### config.mk
export PLATFORM = sky130hd
export DESIGN_NAME = trap_vector_dispatch
export DESIGN_NICKNAME = d
export VERILOG_FILES = /design/src/hdl/trap_vector_pkg.sv /design/src/hdl/trap_vector_dispatch.sv
export SDC_FILE = /design/constraint.sdc
export NUM_CORES = 1
export LEC_CHECK = 0
export BUFFER_PORTS_ARGS = -buffer_cell sky130_fd_sc_hd__clkbuf_2
export CELL_PAD_IN_SITES_DETAIL_PLACEMENT = 1
export CELL_PAD_IN_SITES_GLOBAL_PLACEMENT = 2
export CORE_ASPECT_RATIO = 1.1
export CORE_MARGIN = 5
export CORE_UTILIZATION = 33
export DETAILED_ROUTE_END_ITERATION = 7
export GPL_TIMING_DRIVEN = 1
export PLACE_DENSITY_LB_ADDON = 0.1
export SKIP_LAST_GASP = 1
export SLEW_MARGIN = 20
export SYNTH_ARGS = -nofsm -noshare
export SYNTH_HDL_FRONTEND = slang
export SYNTH_SLANG_ARGS = --single-unit
export TNS_END_PERCENT = 5
### constraint.sdc
create_clock -name sys_clk_i -period 8.2 [get_ports sys_clk_i]
set_input_delay 0.82 -clock sys_clk_i [delete_from_list [all_inputs] [get_ports sys_clk_i]]
set_output_delay 0.82 -clock sys_clk_i [all_outputs]
set_load 0.01 [all_outputs]
### src/hdl/trap_vector_pkg.sv
package trap_vector_pkg;

	// placement of the entry tables
	typedef enum logic [2:0] {
		PLACE_AREA_TOP = 3'h4,
		PLACE_AREA_0   = 3'h0,
		PLACE_AREA_1   = 3'h1,
		PLACE_AREA_2   = 3'h2,
		PLACE_ONCHIP   = 3'h3
	} placement_e;

	localparam logic [31:0] TOP_TRAP_BASE  = 32'hffff_ff00;
	localparam logic [31:0] TOP_SOFT_BASE  = 32'hffff_fe00;
	localparam logic [31:0] LOW_SOFT_BASE  = 32'h0000_01fc;
	localparam logic [31:0] LOW_TRAP_LAST  = 32'h0000_00fc;
	localparam logic [3:0]  DIGIT_AREA_0   = 4'h0;
	localparam logic [3:0]  DIGIT_AREA_1   = 4'h4;
	localparam logic [3:0]  DIGIT_AREA_2   = 4'h8;
	localparam logic [3:0]  DIGIT_ONCHIP   = 4'hc;
	localparam int          TRAP_STRIDE_SH = 2;
	localparam int          SOFT_STRIDE_SH = 4;

	localparam logic [5:0]  TRAP_ALL_ONES  = 6'h3f;
	localparam logic [5:0]  TRAP_RESERVED  = 6'h38;
	localparam logic [5:0]  TRAP_TRACE     = 6'h39;
	localparam logic [5:0]  TRAP_PARITY    = 6'h3a;
	localparam logic [5:0]  TRAP_EXT_OVF   = 6'h3b;
	localparam logic [5:0]  TRAP_RANGE     = 6'h3c;
	localparam logic [5:0]  TRAP_TIMER     = 6'h37;
	localparam logic [5:0]  TRAP_GP3       = 6'h36;
	localparam logic [5:0]  TRAP_EXT1      = 6'h35;
	localparam logic [5:0]  TRAP_EXT2      = 6'h34;
	localparam logic [5:0]  TRAP_EXT3      = 6'h33;
	localparam logic [5:0]  TRAP_EXT4      = 6'h32;
	localparam logic [5:0]  TRAP_GP1       = 6'h31;
	localparam logic [5:0]  TRAP_GP2       = 6'h30;

	localparam logic [4:0]  PRIO_RANGE     = 5'h02;
	localparam logic [4:0]  PRIO_EXT_OVF   = 5'h03;
	localparam logic [4:0]  PRIO_PARITY    = 5'h04;
	localparam logic [4:0]  PRIO_GP3       = 5'h05;
	localparam logic [4:0]  PRIO_EXT1      = 5'h07;
	localparam logic [4:0]  PRIO_EXT2      = 5'h09;
	localparam logic [4:0]  PRIO_EXT3      = 5'h0b;
	localparam logic [4:0]  PRIO_EXT4      = 5'h0d;
	localparam logic [4:0]  PRIO_GP1       = 5'h0e;
	localparam logic [4:0]  PRIO_GP2       = 5'h0f;
	localparam logic [4:0]  PRIO_TRACE     = 5'h10;
	localparam logic [4:0]  PRIO_RESERVED  = 5'h11;
	localparam logic [4:0]  PRIO_TIMER_LO  = 5'h06;
	localparam logic [4:0]  PRIO_NONE      = 5'h1f;

	// source index into the pending vector
	localparam int SRC_RANGE    = 0;
	localparam int SRC_EXT_OVF  = 1;
	localparam int SRC_PARITY   = 2;
	localparam int SRC_GP3      = 3;
	localparam int SRC_TIMER    = 4;
	localparam int SRC_EXT1     = 5;
	localparam int SRC_EXT2     = 6;
	localparam int SRC_EXT3     = 7;
	localparam int SRC_EXT4     = 8;
	localparam int SRC_GP1      = 9;
	localparam int SRC_GP2      = 10;
	localparam int SRC_TRACE    = 11;
	localparam int SRC_RESERVED = 12;
	localparam int SRC_COUNT    = 13;

	// software op index 0 = single add ... 13 = narrow convert, 14 reserved, 15 generic
	localparam logic [3:0]  SOFT_RESERVED  = 4'he;
	localparam logic [3:0]  SOFT_GENERIC   = 4'hf;

	localparam logic [3:0]  SOFT_BASE_CYC  = 4'h6;
	localparam logic [3:0]  SOFT_LAT_FREE  = 4'h4;
	localparam logic [3:0]  CALL_BASE_CYC  = 4'h2;
	localparam logic [3:0]  ONE_CYC        = 4'h1;

	typedef enum logic [1:0] {
		ST_IDLE = 2'b00,
		ST_WAIT = 2'b01,
		ST_DONE = 2'b11
	} state_e;

	typedef struct packed {
		logic [2:0] kind;   // 0 none,1 plain,2 call,3 trap,4 soft,5 all-ones
		logic       taken;
		logic [5:0] trap_num;
		logic [3:0] soft_op;
		logic [3:0] mem_lat;
	} instr_req_s;

	typedef struct packed {
		logic        valid;
		logic [31:0] addr;
		logic [5:0]  trap_num;
		logic [4:0]  prio;
	} vector_s;

endpackage : trap_vector_pkg

### src/hdl/trap_vector_dispatch.sv
// What this block does
// - low placement puts 0, 4, 8 or C in the top address digit
// - low placement: trap entries 4 bytes apart, trap 63 first, trap 0 at FC
// - an all-ones instruction code vectors to trap 63
// - range/pointer/frame/privilege 2, extended overflow 3, parity 4
// - gp pin 3 at 5, ext lines 7/9/11/13, gp pins 1 and 2 at 14/15
// - trace at 16, reserved trap 56 at 17, the lowest
// - timer through trap 55 takes priority 6, 8, 10 or 12 by setting
// - top placement: software entries from FFFF FE00, opcode order, 16 bytes apart
// - top placement: FFFF FEE0 unused, generic op at FFFF FEF0
// - low placement: software entries reversed, generic at 010C up to add at 01FC
// - software dispatch takes 6 cycles plus read latency above 4
// - call or trap not taken 1 cycle, taken 2 plus read latency
// - counts are processor cycles, the all-ones code takes 2 plus read latency, other instructions take one cycle
// - after reset the tables sit at the end of the top area
// - top placement: trap entries ascending 4 bytes apart from FFFF FF00
// - conditional traps use the entry of the plain trap with that number
module trap_vector_dispatch (
	input  wire logic                             sys_clk_i,
	input  wire logic                             sys_rst_i,
	input  wire logic [2:0]                       placement_i,
	input  wire logic                             placement_load_i,
	input  wire logic [1:0]                       timer_prio_sel_i,
	input  wire logic [trap_vector_pkg::SRC_COUNT-1:0] event_i,
	input  wire trap_vector_pkg::instr_req_s      instr_i,
	input  wire logic                             instr_valid_i,
	output logic                                  instr_ready_o,
	output logic                                  instr_done_o,
	output logic                                  event_taken_o,
	output trap_vector_pkg::vector_s              vector_o,
	output logic [trap_vector_pkg::SRC_COUNT-1:0] pending_o,
	output logic [2:0]                            placement_o
);

	typedef struct packed {
		trap_vector_pkg::state_e     state;
		logic [2:0]                  place;
		logic [1:0]                  tsel;
		logic [trap_vector_pkg::SRC_COUNT-1:0] pend;
		logic [4:0]                  cnt;
		logic                        done;
		logic                        ev_taken;
		logic                        rdy;
		trap_vector_pkg::vector_s    vec;
	} state_s;

	state_s s_q;
	state_s s_d;

	////////////////////////////////////////////////////////////////////////////////
	function automatic logic [3:0] area_digit(input logic [2:0] p);
		unique case (p)
			3'h1:    area_digit = trap_vector_pkg::DIGIT_AREA_1;
			3'h2:    area_digit = trap_vector_pkg::DIGIT_AREA_2;
			3'h3:    area_digit = trap_vector_pkg::DIGIT_ONCHIP;
			default: area_digit = trap_vector_pkg::DIGIT_AREA_0;
		endcase
	endfunction : area_digit

	function automatic logic [31:0] trap_addr(input logic [2:0] p, input logic [5:0] n);
		logic [31:0] off;
		off = {24'h00_0000, n, 2'b00};
		if (p == trap_vector_pkg::PLACE_AREA_TOP) begin
			trap_addr = trap_vector_pkg::TOP_TRAP_BASE | off;
		end else begin
			trap_addr = {area_digit(p),
				28'(trap_vector_pkg::LOW_TRAP_LAST - off)};
		end
	endfunction : trap_addr

	function automatic logic [31:0] soft_addr(input logic [2:0] p, input logic [3:0] op);
		logic [31:0] off;
		off = {24'h00_0000, op, 4'h0};
		if (p == trap_vector_pkg::PLACE_AREA_TOP) begin
			soft_addr = trap_vector_pkg::TOP_SOFT_BASE | off;
		end else begin
			soft_addr = {area_digit(p),
				28'(trap_vector_pkg::LOW_SOFT_BASE - off)};
		end
	endfunction : soft_addr

	////////////////////////////////////////////////////////////////////////////////
	logic [4:0] prio_tab [trap_vector_pkg::SRC_COUNT];
	logic [5:0] trap_tab [trap_vector_pkg::SRC_COUNT];
	logic [4:0] timer_prio;

	always_comb begin
		timer_prio = 5'(trap_vector_pkg::PRIO_TIMER_LO + {2'b00, s_q.tsel, 1'b0});
		prio_tab[trap_vector_pkg::SRC_RANGE]    = trap_vector_pkg::PRIO_RANGE;
		prio_tab[trap_vector_pkg::SRC_EXT_OVF]  = trap_vector_pkg::PRIO_EXT_OVF;
		prio_tab[trap_vector_pkg::SRC_PARITY]   = trap_vector_pkg::PRIO_PARITY;
		prio_tab[trap_vector_pkg::SRC_GP3]      = trap_vector_pkg::PRIO_GP3;
		prio_tab[trap_vector_pkg::SRC_TIMER]    = timer_prio;
		prio_tab[trap_vector_pkg::SRC_EXT1]     = trap_vector_pkg::PRIO_EXT1;
		prio_tab[trap_vector_pkg::SRC_EXT2]     = trap_vector_pkg::PRIO_EXT2;
		prio_tab[trap_vector_pkg::SRC_EXT3]     = trap_vector_pkg::PRIO_EXT3;
		prio_tab[trap_vector_pkg::SRC_EXT4]     = trap_vector_pkg::PRIO_EXT4;
		prio_tab[trap_vector_pkg::SRC_GP1]      = trap_vector_pkg::PRIO_GP1;
		prio_tab[trap_vector_pkg::SRC_GP2]      = trap_vector_pkg::PRIO_GP2;
		prio_tab[trap_vector_pkg::SRC_TRACE]    = trap_vector_pkg::PRIO_TRACE;
		prio_tab[trap_vector_pkg::SRC_RESERVED] = trap_vector_pkg::PRIO_RESERVED;
		trap_tab[trap_vector_pkg::SRC_RANGE]    = trap_vector_pkg::TRAP_RANGE;
		trap_tab[trap_vector_pkg::SRC_EXT_OVF]  = trap_vector_pkg::TRAP_EXT_OVF;
		trap_tab[trap_vector_pkg::SRC_PARITY]   = trap_vector_pkg::TRAP_PARITY;
		trap_tab[trap_vector_pkg::SRC_GP3]      = trap_vector_pkg::TRAP_GP3;
		trap_tab[trap_vector_pkg::SRC_TIMER]    = trap_vector_pkg::TRAP_TIMER;
		trap_tab[trap_vector_pkg::SRC_EXT1]     = trap_vector_pkg::TRAP_EXT1;
		trap_tab[trap_vector_pkg::SRC_EXT2]     = trap_vector_pkg::TRAP_EXT2;
		trap_tab[trap_vector_pkg::SRC_EXT3]     = trap_vector_pkg::TRAP_EXT3;
		trap_tab[trap_vector_pkg::SRC_EXT4]     = trap_vector_pkg::TRAP_EXT4;
		trap_tab[trap_vector_pkg::SRC_GP1]      = trap_vector_pkg::TRAP_GP1;
		trap_tab[trap_vector_pkg::SRC_GP2]      = trap_vector_pkg::TRAP_GP2;
		trap_tab[trap_vector_pkg::SRC_TRACE]    = trap_vector_pkg::TRAP_TRACE;
		trap_tab[trap_vector_pkg::SRC_RESERVED] = trap_vector_pkg::TRAP_RESERVED;
	end

	// lowest priority value among pending sources
	logic [4:0] best_prio;
	logic [3:0] best_idx;
	logic       any_pend;
	logic [trap_vector_pkg::SRC_COUNT-1:0] pend_now;

	always_comb begin
		pend_now  = s_q.pend | event_i;
		best_prio = trap_vector_pkg::PRIO_NONE;
		best_idx  = 4'h0;
		any_pend  = 1'b0;
		for (int i = 0; i < trap_vector_pkg::SRC_COUNT; i++) begin
			if (pend_now[i] && (prio_tab[i] < best_prio)) begin
				best_prio = prio_tab[i];
				best_idx  = 4'(i);
				any_pend  = 1'b1;
			end
		end
	end

	////////////////////////////////////////////////////////////////////////////////
	logic [4:0] lat_extra;
	logic [4:0] cycles;

	always_comb begin
		lat_extra = 5'h00;
		cycles    = {1'b0, trap_vector_pkg::ONE_CYC};
		unique case (instr_i.kind)
			3'h2, 3'h3: begin
				if (instr_i.taken) begin
					cycles = 5'(trap_vector_pkg::CALL_BASE_CYC + instr_i.mem_lat);
				end
			end
			3'h4: begin
				if (instr_i.mem_lat > trap_vector_pkg::SOFT_LAT_FREE) begin
					lat_extra = 5'(instr_i.mem_lat - trap_vector_pkg::SOFT_LAT_FREE);
				end
				cycles = 5'(trap_vector_pkg::SOFT_BASE_CYC + lat_extra);
			end
			3'h5: begin
				cycles = 5'(trap_vector_pkg::CALL_BASE_CYC + instr_i.mem_lat);
			end
			default: begin
			end
		endcase
	end

	////////////////////////////////////////////////////////////////////////////////
	always_comb begin
		s_d          = s_q;
		s_d.done     = 1'b0;
		s_d.ev_taken = 1'b0;
		s_d.pend     = pend_now;
		if (placement_load_i && placement_i <= 3'h4) begin
			s_d.place = placement_i;
			s_d.tsel  = timer_prio_sel_i;
		end
		unique case (s_q.state)
			trap_vector_pkg::ST_IDLE: begin
				if (any_pend) begin
					// events win over a new instruction; the rest stay pending
					s_d.pend[best_idx] = 1'b0;
					s_d.ev_taken       = 1'b1;
					s_d.vec.valid      = 1'b1;
					s_d.vec.trap_num   = trap_tab[best_idx];
					s_d.vec.prio       = best_prio;
					s_d.vec.addr       = trap_addr(s_q.place, trap_tab[best_idx]);
				end else if (instr_valid_i && s_q.rdy) begin
					s_d.vec.valid    = 1'b0;
					s_d.vec.prio     = trap_vector_pkg::PRIO_NONE;
					s_d.vec.trap_num = 6'h00;
					s_d.vec.addr     = 32'h0000_0000;
					if (instr_i.kind == 3'h3) begin
						s_d.vec.valid    = instr_i.taken;
						s_d.vec.trap_num = instr_i.trap_num;
						s_d.vec.addr     = trap_addr(s_q.place, instr_i.trap_num);
					end else if (instr_i.kind == 3'h5) begin
						s_d.vec.valid    = 1'b1;
						s_d.vec.trap_num = trap_vector_pkg::TRAP_ALL_ONES;
						s_d.vec.addr     = trap_addr(s_q.place,
							trap_vector_pkg::TRAP_ALL_ONES);
					end else if (instr_i.kind == 3'h4) begin
						s_d.vec.valid = 1'b1;
						s_d.vec.addr  = soft_addr(s_q.place, instr_i.soft_op);
					end
					if (cycles == 5'h01) begin
						s_d.done = 1'b1;
					end else begin
						s_d.cnt   = 5'(cycles - 5'h02);
						s_d.state = trap_vector_pkg::ST_WAIT;
					end
				end
			end
			trap_vector_pkg::ST_WAIT: begin
				if (s_q.cnt == 5'h00) begin
					s_d.done  = 1'b1;
					s_d.state = trap_vector_pkg::ST_DONE;
				end else begin
					s_d.cnt = 5'(s_q.cnt - 5'h01);
				end
			end
			trap_vector_pkg::ST_DONE: begin
				s_d.state = trap_vector_pkg::ST_IDLE;
			end
			default: begin
				s_d.state = trap_vector_pkg::ST_IDLE;
			end
		endcase
		// ready is registered so the port comes straight from a flip-flop
		s_d.rdy = (s_d.state == trap_vector_pkg::ST_IDLE) && !s_d.done;
	end

	always_ff @(posedge sys_clk_i) begin
		if (sys_rst_i) begin
			s_q       <= '0;
			s_q.state <= trap_vector_pkg::ST_IDLE;
			s_q.place <= trap_vector_pkg::PLACE_AREA_TOP;
			s_q.vec.prio <= trap_vector_pkg::PRIO_NONE;
			s_q.rdy   <= 1'b1;
		end else begin
			s_q <= s_d;
		end
	end

	assign instr_ready_o = s_q.rdy;
	assign instr_done_o  = s_q.done;
	assign event_taken_o = s_q.ev_taken;
	assign vector_o      = s_q.vec;
	assign pending_o     = s_q.pend;
	assign placement_o   = s_q.place;

endmodule : trap_vector_dispatch

# After elaboration in Yosys (flattened, before gate mapping)
# Memories as Yosys holds them, arrays and structs flattened.
# Cells that the tools add are included.
# word_totals
elab_cells,156
rom_bits,96
regBits,72
mem_count,1
out_inout_bits,63
# memory_table
name,depth,width,read_ports,rd_ports_with_merged_regs,wr,line,source
(name not given),16,6,1,0,0,trap_vector_dispatch.sv:183,"s_d.vec.addr = trap_addr(s_q.place, trap_tab[best_idx]);"
# op_classes
magnitude_cmp,17
n_reduce_logical,26
n_eq_ne,14
mux,72
addsub,9
bitwise_logic,5
# op_table
operator,count
$mux W32,4
$mux W5,18
$mux W44,2
$mux W33,2
$mux W4,11
$mux W39,1
$mux W6,5
$mux W13,2
$lt A4 B5 Y1 const A,5
$mux W1,18
$sub A8 B8 Y9 const A,2
$logic_and A1 B1 Y1,16
$lt A3 B5 Y1 const A,3
$pmux W5 S3,1
$and A13 B13 Y13,1
$not A13 Y13,1
$or A13 B13 Y13,1
$eq A3 B2 Y1 const B,4
$pmux W4 S3,1
$pmux W6 S2,1
$lt A5 B5 Y1 const A,2
$sub A9 B8 Y10 const A,1
$eq A3 B3 Y1 const B,3
$mux W2,4
28 further kinds,34

# Depth between registers and ports, before layout
# Gate-level depths: netlist of the first run.
# logic_depth
word_depth,46
ltp_mapped,19
ltp_nobuf,19

# Worst setup path before layout of the first run
# OpenSTA, ideal clock, no wires.
# synth_timing
kind,input to register
from,in event_i[1] (netlist name)
to,reg s_q (netlist bit vector_o[14])
t_arrival_ps,4170
slack_ps,3908
required_time_ps,8078
setup_ps,122
stages,18
cell_sequence,nor4_4 -> inv_1 -> nor2_1 -> ha_1 -> o21ai_0 -> o211ai_1 -> o21ai_0 -> o21ai_0 -> nand2b_1 -> nor3b_1 -> nor3b_1 -> ha_1 -> inv_1 -> a2bb2oi_2 -> a21boi_2 -> a311oi_2 -> nor4_1 -> a311o_1
# synth_via
elab_chain_cells,43
# synth_lines
element,line,source
start: declaration,trap_vector_dispatch.sv:24,"input wire logic [trap_vector_pkg::SRC_COUNT-1:0] event_i,"
$or A13 B13 Y13 *,trap_vector_dispatch.sv:124,pend_now = s_q.pend | event_i;
$logic_and A1 B1 Y1 *,trap_vector_dispatch.sv:129,if (pend_now[i] && (prio_tab[i] < best_prio)) begin
$mux W5,trap_vector_dispatch.sv:129,
$lt A3 B5 Y1,trap_vector_dispatch.sv:129,
$logic_and A1 B1 Y1,trap_vector_dispatch.sv:129,
$mux W5,trap_vector_dispatch.sv:129,
$lt A3 B5 Y1,trap_vector_dispatch.sv:129,
$logic_and A1 B1 Y1,trap_vector_dispatch.sv:129,
(+26 left out),--,
$logic_and A1 B1 Y1,trap_vector_dispatch.sv:129,
$mux W4,trap_vector_dispatch.sv:129,
$not A4 Y5 (not written as such),trap_vector_dispatch.sv:183,
$mem_v2 Z16 W6,--,
$mux W6 (not written as such) (2 in a row),trap_vector_dispatch.sv:183,
$sub A8 B8 Y9,trap_vector_dispatch.sv:67,28'(trap_vector_pkg::LOW_TRAP_LAST - off)};
$mux W32,trap_vector_dispatch.sv:63,if (p == trap_vector_pkg::PLACE_AREA_TOP) begin
$mux W44,trap_vector_dispatch.sv:176,if (any_pend) begin
end: declaration,trap_vector_dispatch.sv:47,state_s s_q;
# Every way passes the cells marked *; elsewhere a longest branch is shown, timed or not. The select of a mux whose other input is x is not followed.
# A chain may end at the register's enable or synchronous reset.

# Final worst setup path of the first run
# Same ends and word-level chain as after synthesis.

==> run summary, run 1 <==
Status: complete, no violations
Initial antenna violation count: 0
Slew Viols, Final: 0
Ports: 103
Worst setup path startpoint: event_i[1]
Seq cells post-synth: 50
Share of the synthesized area in the top cell type: 26.5%
Max-cap violations: 0
Most frequent cells in the layout: clkbuf_2 (100), dfxtp_1 (50), nor2_1 (47), o21ai_0 (31), nand2_1 (29)
Crit path buffers/inverters: 3
CORE AREA: 0.0113 mm2
Clk_lat worst skew: 300 ps
Crit path kind: input port to flip-flop
Leakage: 1.76 nW
End point of the critical path: vector_o[14]
Max FO, Critical Path: 6
Post-CTS Setup Inserts: 0
Critical-path cell list: clkbuf_2, nor4_4, inv_1, nor2_1, ha_1, o21ai_0, o211ai_1, o21ai_0, o21ai_0, nand2b_1, nor3b_1, nor3b_1, ha_1, inv_1, a2bb2oi_2, a21boi_2, a311oi_2, nor4_1, a311o_1
Critical path endpoint category: flip-flop
Library cells used by synthesis: 77
Clock sinks: 50
Synth top area cells: dfxtp_1 (26%), buf_4 (12%), nor2_1 (4.7%)
Clock Skews: 10.0 ps
Setup ws final: 3400 ps
Post-CTS Resized: 0
Hold WC Path Type: flip-flop to flip-flop
Ys flop type: dfxtp_1
CTS buffer count: 5
Drt drc: 0
Vias in the first global route: 3,677
Router iterations before antenna repair: 7
Yosys warns: 0
Register area share after synthesis: 26.5%
Worst path required time: 8390 ps
Hold buffer count at cts: 0
Avg Vias per Cell: 5.42
Drt initial violations: 131
Synth async-reset ratio: 0%
Critical path's slowest cell: nor4_4
CTS tree: yes
Core Rows: 41
Placer Congestion: 0.843
Die width: 112 um
Post-Place Setup Slack: 3150 ps
Commonest non-fill, non-tap cell in the layout: clkbuf_2
Cells on worst reg2reg path: 18
Fin. Hold Viols: 0
Routed length per instance: 18.5 um
Largest net degree at the start of global routing: 42
WL final: 12.1 mm
Die ar.: 0.0137 mm2
CP top delay family: compound AO/OA/AOI/OAI gates
Worst-margin pin slew: 957 ps
Slowest stage delay, CP: 410 ps
Clock-pin slew on the worst setup and hold paths: 70 ps
RR Endpoint: vector_o[14]
I/O Buffers: 100
RSZ-0062 raised after global routing: no
Critical Path Source Type: input port
Placed cells: 645
Hpwl dp: 9.26 mm
Ant diodes: 0
Avg Synthesized Cell Area: 8.02 um2
Clk buf depth: 2
Routed vias: 3,542
Initial Utilization: 33.3%
Grt total ovfl: 0
Crit path arrival time: 4990 ps
Die height: 122 um
Global-route wire length before repair: 19.4 mm
Area grow syn2layout: 8.28%
Post-synth EDFFs: 0
# H-tree levels: 2
Setup TNS: 0 ps
Post-synthesis cell count: 471
Gr usage total: 17.5%
Post-synth top area cell: dfxtp_1
Fill count: 1,410
Slew headroom: 34.6%
Final Setup Violations: 0
FF-to-FF setup slack: 3700 ps
Worst reg2reg path startpoint: pending_o[1]
Period Utilization, post-route: 58.5%
PD cells: 170 mW/mm2
Antenna viol nets, final: 0
Worst VDD drop: 0.0845 mV
Netlist Area Pre-Place: 0.00378 mm2
Most frequent CP cell: o21ai_0
Root Buffer: clkbuf_16
Final #Nets: 556
Stages on worst setup path: 19
Fin cells: 653
Achievable Freq: 208 MHz
Proportion of layout cells with a drive suffix above 1: 27.8%
Min cycle time layout: 4800 ps
metrics by stage:
step	hold WS [ps]	area [um2]	util, %	power, mW
final	463	4090	36.1	0.695
after global placement	453	3940	34.8	0.484
after CTS	466	4090	36.1	0.703
after detailed placement	456	3940	34.8	0.486
after floorplan	432	3780	-	0.446
after global routing	488	4090	36.1	0.733
cell families (layout without fill, tap and decap cells):
family / Yosys count / count (layout) / synth area share (%)
compound gates: 135 / 135 / 26.3
other cells: 1 / 2 / 0.0992
buf+inv: 94 / 125 / 15.7
xor+xnor: 9 / 9 / 2.09
flops: 50 / 50 / 26.5
simple gates: 160 / 160 / 22.5
fa+ha+maj: 14 / 14 / 4.64
mux: 8 / 8 / 2.15
per-layer routing:
layer | up-vias | global-route usage (%) | wire (um)
met5 | - | 0 | 0
met4 | 0 | 5.86 | 252
met3 | 17 | 2.76 | 512
met2 | 77 | 30.9 | 5900
met1 | 1719 | 21.8 | 5390
li1 | 1729 | - | -
tightest hold or removal path, stage by stage, from the launching register on:
cell and delay, ps:
dfxtp_1 320, nand2_1 50, a21oi_1 50
worst min path at each step:
stage,from,endpoint,slack [ps],cells after the start
global placement,vector_o[7],vector_o[7],450,2
CTS,vector_o[7],vector_o[7],470,2
detailed placement,vector_o[7],vector_o[7],460,2
floorplan,vector_o[8],vector_o[8],430,2
finish,vector_o[7],vector_o[7],460,2
global route,vector_o[8],vector_o[8],490,2
cell usage after synthesis (3+ instances only):
library cell   n
buf_4         62
dfxtp_1       50
nor2_1        47
o21ai_0       31
nand2_1       29
a21oi_1       22
a211oi_1      17
inv_1         16
ha_1          14
clkbuf_1      13
nor3_1        13
nand3_1       12
nor4_1         9
a31oi_1        7
and3_1         7
mux2i_1        7
nand2b_1       6
or2_2          6
xnor2_1        6
a22oi_1        5
nand4_1        4
o221ai_1       4
o32ai_1        4
a311oi_1       3
and2_1         3
nor3b_1        3
o22a_1         3
o22ai_1        3
xor2_1         3
state kept, by name, summed over array words and instances (netlist names):
register       count
instr_ready_o      1
event_taken_o      1
instr_done_o       1
placement_o        3
pending_o         13
s_q                9
vector_o          22
layout make-up:
cell class	instances	area [um2]	share of cell area (%)
multi-input combinational	328	2190	53.5
sequential	50	1000	24.5
timing repair buffer	101	508	12.4
tap	150	188	4.59
clock buffer	7	143	3.49
inverter	16	60.1	1.47
clock inverter	1	5.00	0.122
report_power, final:
part           internal, mW  switching (mW)
Clock                 0.121          0.0945
Sequential            0.264          0.0202
Combinational        0.0798           0.116
Total                 0.465           0.230
Power figures use the tool's default switching activity.
==> inputs of run 2 (changes only) <==
CORE_UTILIZATION = 27   (was 33)
clock period = 4.38 ns   (was 8.2 ns; I/O delays follow)
==> run 2 against run 1 <==
Clock power is 110% higher; cell count is 7.0% higher; routed wire length is 5.3% higher; critical path depth is 2 lower; largest power group unchanged; highest routed layer unchanged.
==> run summary, run 2 (synthesized netlist as in run 1, its figures left out) <==
Core Rows: 45 (was 41)
Routed length per instance: 18.2 um (was 18.5 um)
Hold WC Path Type: input port to flip-flop (was flip-flop to flip-flop)
Die width: 123 um (was 112 um)
Post-Place Setup Slack: 39.0 ps (was 3150 ps)
CTS buffer count: 5 (unchanged)
Die ar.: 0.0165 mm2 (was 0.0137 mm2)
Largest net degree at the start of global routing: 42 (unchanged)
Setup ws final: 315 ps (was 3400 ps)
Critical Path Source Type: flip-flop (was input port)
Uppermost layer routed: met4 (unchanged)
Critical-path cell list: nor4_4, inv_1, nor2_1, ha_1, nor3_1, o31a_1, o211ai_1, nand2_1, a21bo_2, nand2b_1, nor3b_1, or3b_2, ha_1, nor3_1, a211oi_2, a211o_1, a21oi_1 (was clkbuf_2, nor4_4, inv_1, nor2_1, ha_1, o21ai_0, o211ai_1, o21ai_0, o21ai_0, nand2b_1, nor3b_1, nor3b_1, ha_1, inv_1, a2bb2oi_2, a21boi_2, a311oi_2, nor4_1, a311o_1)
M1 wire length: 5.79 mm (was 5.39 mm)
Fin. Hold Viols: 0 (unchanged)
Slew Viols, Final: 0 (unchanged)
Slew headroom: 34.2% (was 34.6%)
Clk_lat worst skew: 300 ps (about the same)
Slowest stage delay, CP: 530 ps (was 410 ps)
Root Buffer: clkbuf_16 (unchanged)
Met2 routed WL: 6.39 mm (was 5.90 mm)
# H-tree levels: 2 (unchanged)
Clk buf depth: 2 (unchanged)
Status: complete, no violations (unchanged)
Fin cells: 699 (was 653)
Placed cells: 692 (was 645)
Max-cap violations: 0 (unchanged)
Worst VDD drop: 0.140 mV (was 0.0845 mV)
Ant diodes: 0 (unchanged)
Max FFs per register: 22 (unchanged)
Placer Congestion: 0.930 (was 0.843)
Antenna viol nets, final: 0 (unchanged)
PD cells: 323 mW/mm2 (was 170 mW/mm2)
Final Setup Violations: 0 (unchanged)
Avg Vias per Cell: 5.02 (was 5.42)
Leakage: 1.81 nW (was 1.76 nW)
Final #Nets: 565 (was 556)
Max FO, Critical Path: 5 (was 6)
Routed vias: 3,511 (was 3,542)
Vias in the first global route: 3,606 (was 3,677)
WL final: 12.7 mm (was 12.1 mm)
Critical path's slowest cell: or3b_2 (was nor4_4)
Gr usage total: 15.5% (was 17.5%)
CORE AREA: 0.0138 mm2 (was 0.0113 mm2)
Post-CTS Setup Inserts: 0 (unchanged)
Worst path required time: 4610 ps (was 8390 ps)
Die height: 134 um (was 122 um)
CP top delay family: simple AND/OR/NAND/NOR gates (was compound AO/OA/AOI/OAI gates)
Clock Skews: 10.6 ps (was 10.0 ps)
Critical path endpoint category: flip-flop (unchanged)
Grt total ovfl: 0 (unchanged)
Drt initial violations: 109 (was 131)
Hold buffer count at cts: 0 (unchanged)
Drt drc: 0 (unchanged)
Global-route wire length before repair: 20.0 mm (was 19.4 mm)
Area grow syn2layout: 12.0% (was 8.28%)
Hpwl dp: 9.99 mm (was 9.26 mm)
Commonest non-fill, non-tap cell in the layout: clkbuf_2 (unchanged)
Post-DP Area: 0.00406 mm2 (was 0.00394 mm2)
Crit path arrival time: 4290 ps (was 4990 ps)
RSZ-0062 raised after global routing: no (unchanged)
I/O Buffers: 100 (unchanged)
Initial Utilization: 27.4% (was 33.3%)
Clock-pin slew on the worst setup and hold paths: 60 ps (was 70 ps)
Most frequent cells in the layout: clkbuf_2 (100), dfxtp_1 (50), nor2_1 (47), o21ai_0 (30), nand2_1 (29) (was clkbuf_2 (100), dfxtp_1 (50), nor2_1 (47), o21ai_0 (31), nand2_1 (29))
Router iterations before antenna repair: 4 (was 7)
Met3 WL: 318 um (was 512 um)
Crit path buffers/inverters: 1 (was 3)
Period Utilization, post-route: 92.8%
Min cycle time layout: 4060 ps
Setup TNS: 0 ps (unchanged)
Fin area: 0.00423 mm2 (was 0.00409 mm2)
Clock sinks: 50 (unchanged)
Proportion of layout cells with a drive suffix above 1: 29.4% (was 27.8%)
Achievable Freq: 246 MHz
CTS tree: yes (unchanged)
Worst-margin pin slew: 963 ps (was 957 ps)
Ports: 103 (unchanged)
Crit path kind: flip-flop to flip-flop (was input port to flip-flop)
Initial antenna violation count: 0 (unchanged)
-- run 2: cell count changes in the layout (fill, tap and decap cells not counted), sizes merged --
cell / change
bufinv: +1
clkbuf: -1
buf: +9
clkinv: -1
-- run 2: where the power goes --
part | internal [mW] | switching [mW] | total (mW)
registers | 0.494 | 0.0370 | 0.531
clock network | 0.282 | 0.177 | 0.460
logic | 0.155 | 0.221 | 0.376
total | 0.931 | 0.435 | 1.37
-- run 2: path summary, 6_finish.rpt --
kind                                        to  depth (start not counted)  slack (ps)           start
worst max register to register     vector_o[8]                         17         320    pending_o[1]
worst max-delay path               vector_o[8]                         17         320    pending_o[1]
worst min-delay path            placement_o[2]                          3         370  placement_i[2]
worst min register to register     vector_o[8]                          2         460     vector_o[8]
-- run 2: worst register-to-register path: stages, from the launching register on --
cell,delay (ps)
dfxtp_1,370
nor4_4,290
inv_1,120
nor2_1,190
ha_1,210
nor3_1,60
o31a_1,120
o211ai_1,360
nand2_1,150
a21bo_2,270
nand2b_1,80
nor3b_1,170
or3b_2,530
ha_1,280
nor3_1,270
a211oi_2,80
a211o_1,310
a21oi_1,130
-- run 2: through the flow --
stage / hold slack, ps / utilization, % / power (mW)
finish: 370 / 30.7 / 1.37
global route: 380 / 30.7 / 1.44
CTS: 358 / 30.6 / 1.39
detailed placement: 452 / 29.4 / 0.922
global placement: 454 / 29.4 / 0.919
floorplan: 432 / - / 0.834
-- run 2: area by class of cell --
class / count / area, um2
repair buffers: 110 / 576
flip-flops and latches: 50 / 1000
clock buffers: 6 / 139
well taps: 188 / 235
multi-input cells: 328 / 2190
inverters: 16 / 60.1
clock inverters: 1 / 30.0
fillers: 1676 / 9560
-- run 2: routing by layer --
metal,global-route usage [%],up-vias
met3,2.40,12
met1,19.5,1704
met4,4.54,0
met2,27.1,52
li1,-,1743
met5,0,-
-- run 2: timing repair --
action / CTS / global route
setup endpoints to repair: 0 / 2
endpoints found under the hold margin: 0 / 0
resized for setup: 0 / 2
==> inputs of run 3 (changes only) <==
BUFFER_PORTS_ARGS = not set   (was -buffer_cell sky130_fd_sc_hd__clkbuf_2)
CORE_UTILIZATION = 33   (was 27)
DONT_BUFFER_PORTS = 1   (was not set)
==> run 3 against run 2 <==
Hold slack worse by 160 ps; final area is 14% lower; critical path depth is 1 lower; flip-flop and latch count stayed put; critical endpoint unchanged; largest cell class unchanged.
==> run summary, run 3 (synthesized netlist as in run 1, its figures left out) <==
Status: complete, no violations (unchanged)
Core Rows: 41 (was 45)
WL final: 11.9 mm (was 12.7 mm)
Multi-input combinational cell area: 0.00219 mm2 (about the same)
Most frequent cells in the layout: dfxtp_1 (49), nor2_1 (47), o21ai_0 (31), nand2_1 (29), a21oi_1 (22) (was clkbuf_2 (100), dfxtp_1 (50), nor2_1 (47), o21ai_0 (30), nand2_1 (29))
Crit path arrival time: 4280 ps (was 4290 ps)
Max FFs per register: 22 (unchanged)
Critical path endpoint category: flip-flop (unchanged)
Clock sinks: 50 (unchanged)
Crit path kind: flip-flop to flip-flop (unchanged)
Most frequent CP cell: o21ai_0
Layout Utilization: 32.2% (was 30.7%)
Commonest non-fill, non-tap cell in the layout: dfxtp_1 (was clkbuf_2)
I/O Buffers: 0 (was 100)
Critical Path Source Type: flip-flop (unchanged)
Vias in the first global route: 3,408 (was 3,606)
Leakage: 1.37 nW (was 1.81 nW)
Hold_sp: sys_rst_i (was placement_i[2])
Area grow syn2layout: -3.51% (was 12.0%)
Worst reg2reg path startpoint: pending_o[1] (unchanged)
Antenna viol nets, final: 0 (unchanged)
Drt drc: 0 (unchanged)
Grt total ovfl: 0 (unchanged)
Router iterations before antenna repair: 4 (unchanged)
Achievable Freq: 247 MHz (was 246 MHz)
Worst path required time: 4610 ps (about the same)
Max FO, Critical Path: 6 (was 5)
Worst-margin pin slew: 915 ps (was 963 ps)
Setup TNS: 0 ps (unchanged)
Placer Congestion: 0.816 (was 0.930)
Ports: 103 (unchanged)
Clk buf depth: 2 (unchanged)
Critical-path cell list: nor4_4, inv_1, nor2_1, ha_1, o21ai_0, o211ai_1, o21ai_0, o21ai_0, nand2b_1, nor3b_1, or3b_2, ha_1, nor3_1, a211oi_2, a211o_1, a21oi_1 (was nor4_4, inv_1, nor2_1, ha_1, nor3_1, o31a_1, o211ai_1, nand2_1, a21bo_2, nand2b_1, nor3b_1, or3b_2, ha_1, nor3_1, a211oi_2, a211o_1, a21oi_1)
Proportion of layout cells with a drive suffix above 1: 11.7% (was 29.4%)
Gr usage total: 17.4% (was 15.5%)
Global-route wire length before repair: 19.1 mm (was 20.0 mm)
Min cycle time layout: 4050 ps (was 4060 ps)
Drt initial violations: 106 (was 109)
Final #Nets: 462 (was 565)
Slew headroom: 39.0% (was 34.2%)
Clk_lat worst skew: 290 ps (was 300 ps)
Root Buffer: clkbuf_16 (unchanged)
Hold Path Stages: 1 (was 3)
Routed vias: 3,130 (was 3,511)
RR Endpoint: vector_o[8] (unchanged)
Die width: 112 um (was 123 um)
Period Utilization, post-route: 92.6% (was 92.8%)
# H-tree levels: 2 (unchanged)
Initial Utilization: 33.3% (was 27.4%)
Routed length per instance: 21.4 um (was 18.2 um)
Fill count: 1,376 (was 1,676)
CTS buffer count: 5 (unchanged)
Initial antenna violation count: 0 (unchanged)
Worst VDD drop: 0.141 mV (was 0.140 mV)
Hold WC Path Type: input port to flip-flop (unchanged)
Hold buffer count at cts: 0 (unchanged)
PD cells: 334 mW/mm2 (was 323 mW/mm2)
Die ar.: 0.0137 mm2 (was 0.0165 mm2)
CTS tree: yes (unchanged)
FF-to-FF setup slack: 330 ps (was 320 ps)
RSZ-0062 raised after global routing: no (unchanged)
Final Power: 1.22 mW (was 1.37 mW)
Fin. Hold Viols: 0 (unchanged)
Hold Path Sink: vector_o[40] (was placement_o[2])
CORE AREA: 0.0113 mm2 (was 0.0138 mm2)
Slowest stage delay, CP: 530 ps (about the same)
Clock-pin slew on the worst setup and hold paths: 70 ps (was 60 ps)
Final Setup Violations: 0 (unchanged)
Critical path's slowest cell: or3b_2 (unchanged)
Ant diodes: 0 (unchanged)
Largest net degree at the start of global routing: 42 (unchanged)
Clock Skews: 5.71 ps (was 10.6 ps)
Sequential cell area: 0.00100 mm2 (about the same)
Max-cap violations: 0 (unchanged)
Die height: 122 um (was 134 um)
Slew Viols, Final: 0 (unchanged)
Hpwl dp: 9.33 mm (was 9.99 mm)
Avg Vias per Cell: 5.60 (was 5.02)
Cells on worst reg2reg path: 16 (was 17)
[run 3: cell types whose count changed in the layout (fill, tap and decap cells not counted), sizes merged]
cell    previous run  this run
buf               10         7
bufinv             1         0
clkbuf           106         7
clkinv             0         1
[run 3: where the power goes]
part	leakage (nW)	total (mW)	switching [mW]	internal, mW
combinational	0.876	0.253	0.147	0.106
clock	0.0739	0.399	0.172	0.227
sequential	0.416	0.567	0.0731	0.494
[run 3: worst max-delay path by stage]
stage                      start           end  slack, ps  depth (start not counted)
CTS                 pending_o[1]  vector_o[14]        230                         18
global placement      event_i[1]  vector_o[14]        360                         18
global route        pending_o[1]  vector_o[14]          4                         18
finish              pending_o[1]   vector_o[8]        330                         16
detailed placement    event_i[1]  vector_o[14]        230                         18
floorplan             event_i[1]  vector_o[14]        470                         18
[run 3: layer usage]
metal  track usage [%]  vias up  wire length (um)
li1                  -     1537                 -
met2              31.7       76              5980
met1              19.9     1505              5060
met4              4.88        0               191
met5                 0        -                 0
met3              5.13       12               709
[run 3: through the flow]
step / setup slack [ps] / std cells / instance area (um2) / hold WS, ps
floorplan: 470 / 472 / 3780 / 432
global placement: 356 / 551 / 3490 / 480
detailed placement: 231 / 551 / 3490 / 481
CTS: 232 / 559 / 3640 / 205
global route: 3.84 / 559 / 3650 / 202
finish: 325 / 559 / 3650 / 211
[run 3: area by class of cell]
type | instances | area share [%]
multi-input combinational | 328 | 60.2
sequential | 50 | 27.6
tap | 150 | 5.15
clock buffer | 7 | 3.91
inverter | 16 | 1.65
timing repair buffer | 7 | 1.44
clock inverter | 1 | 0.137
[run 3: worst max-delay path, delay by kind of cell, from the launching register on]
kind / cells / cell delay [ps]
and+or+nand+nor: 6 / 1640
AOI/OAI and AO/OA: 7 / 1290
DFF: 1 / 400
adders and majority gates: 2 / 560
buffers and inverters: 1 / 110
[run 3: what timing repair did]
action	CTS	global route
resized for setup	0	1
endpoints found under the setup margin	0	1
buffers inserted	0	0
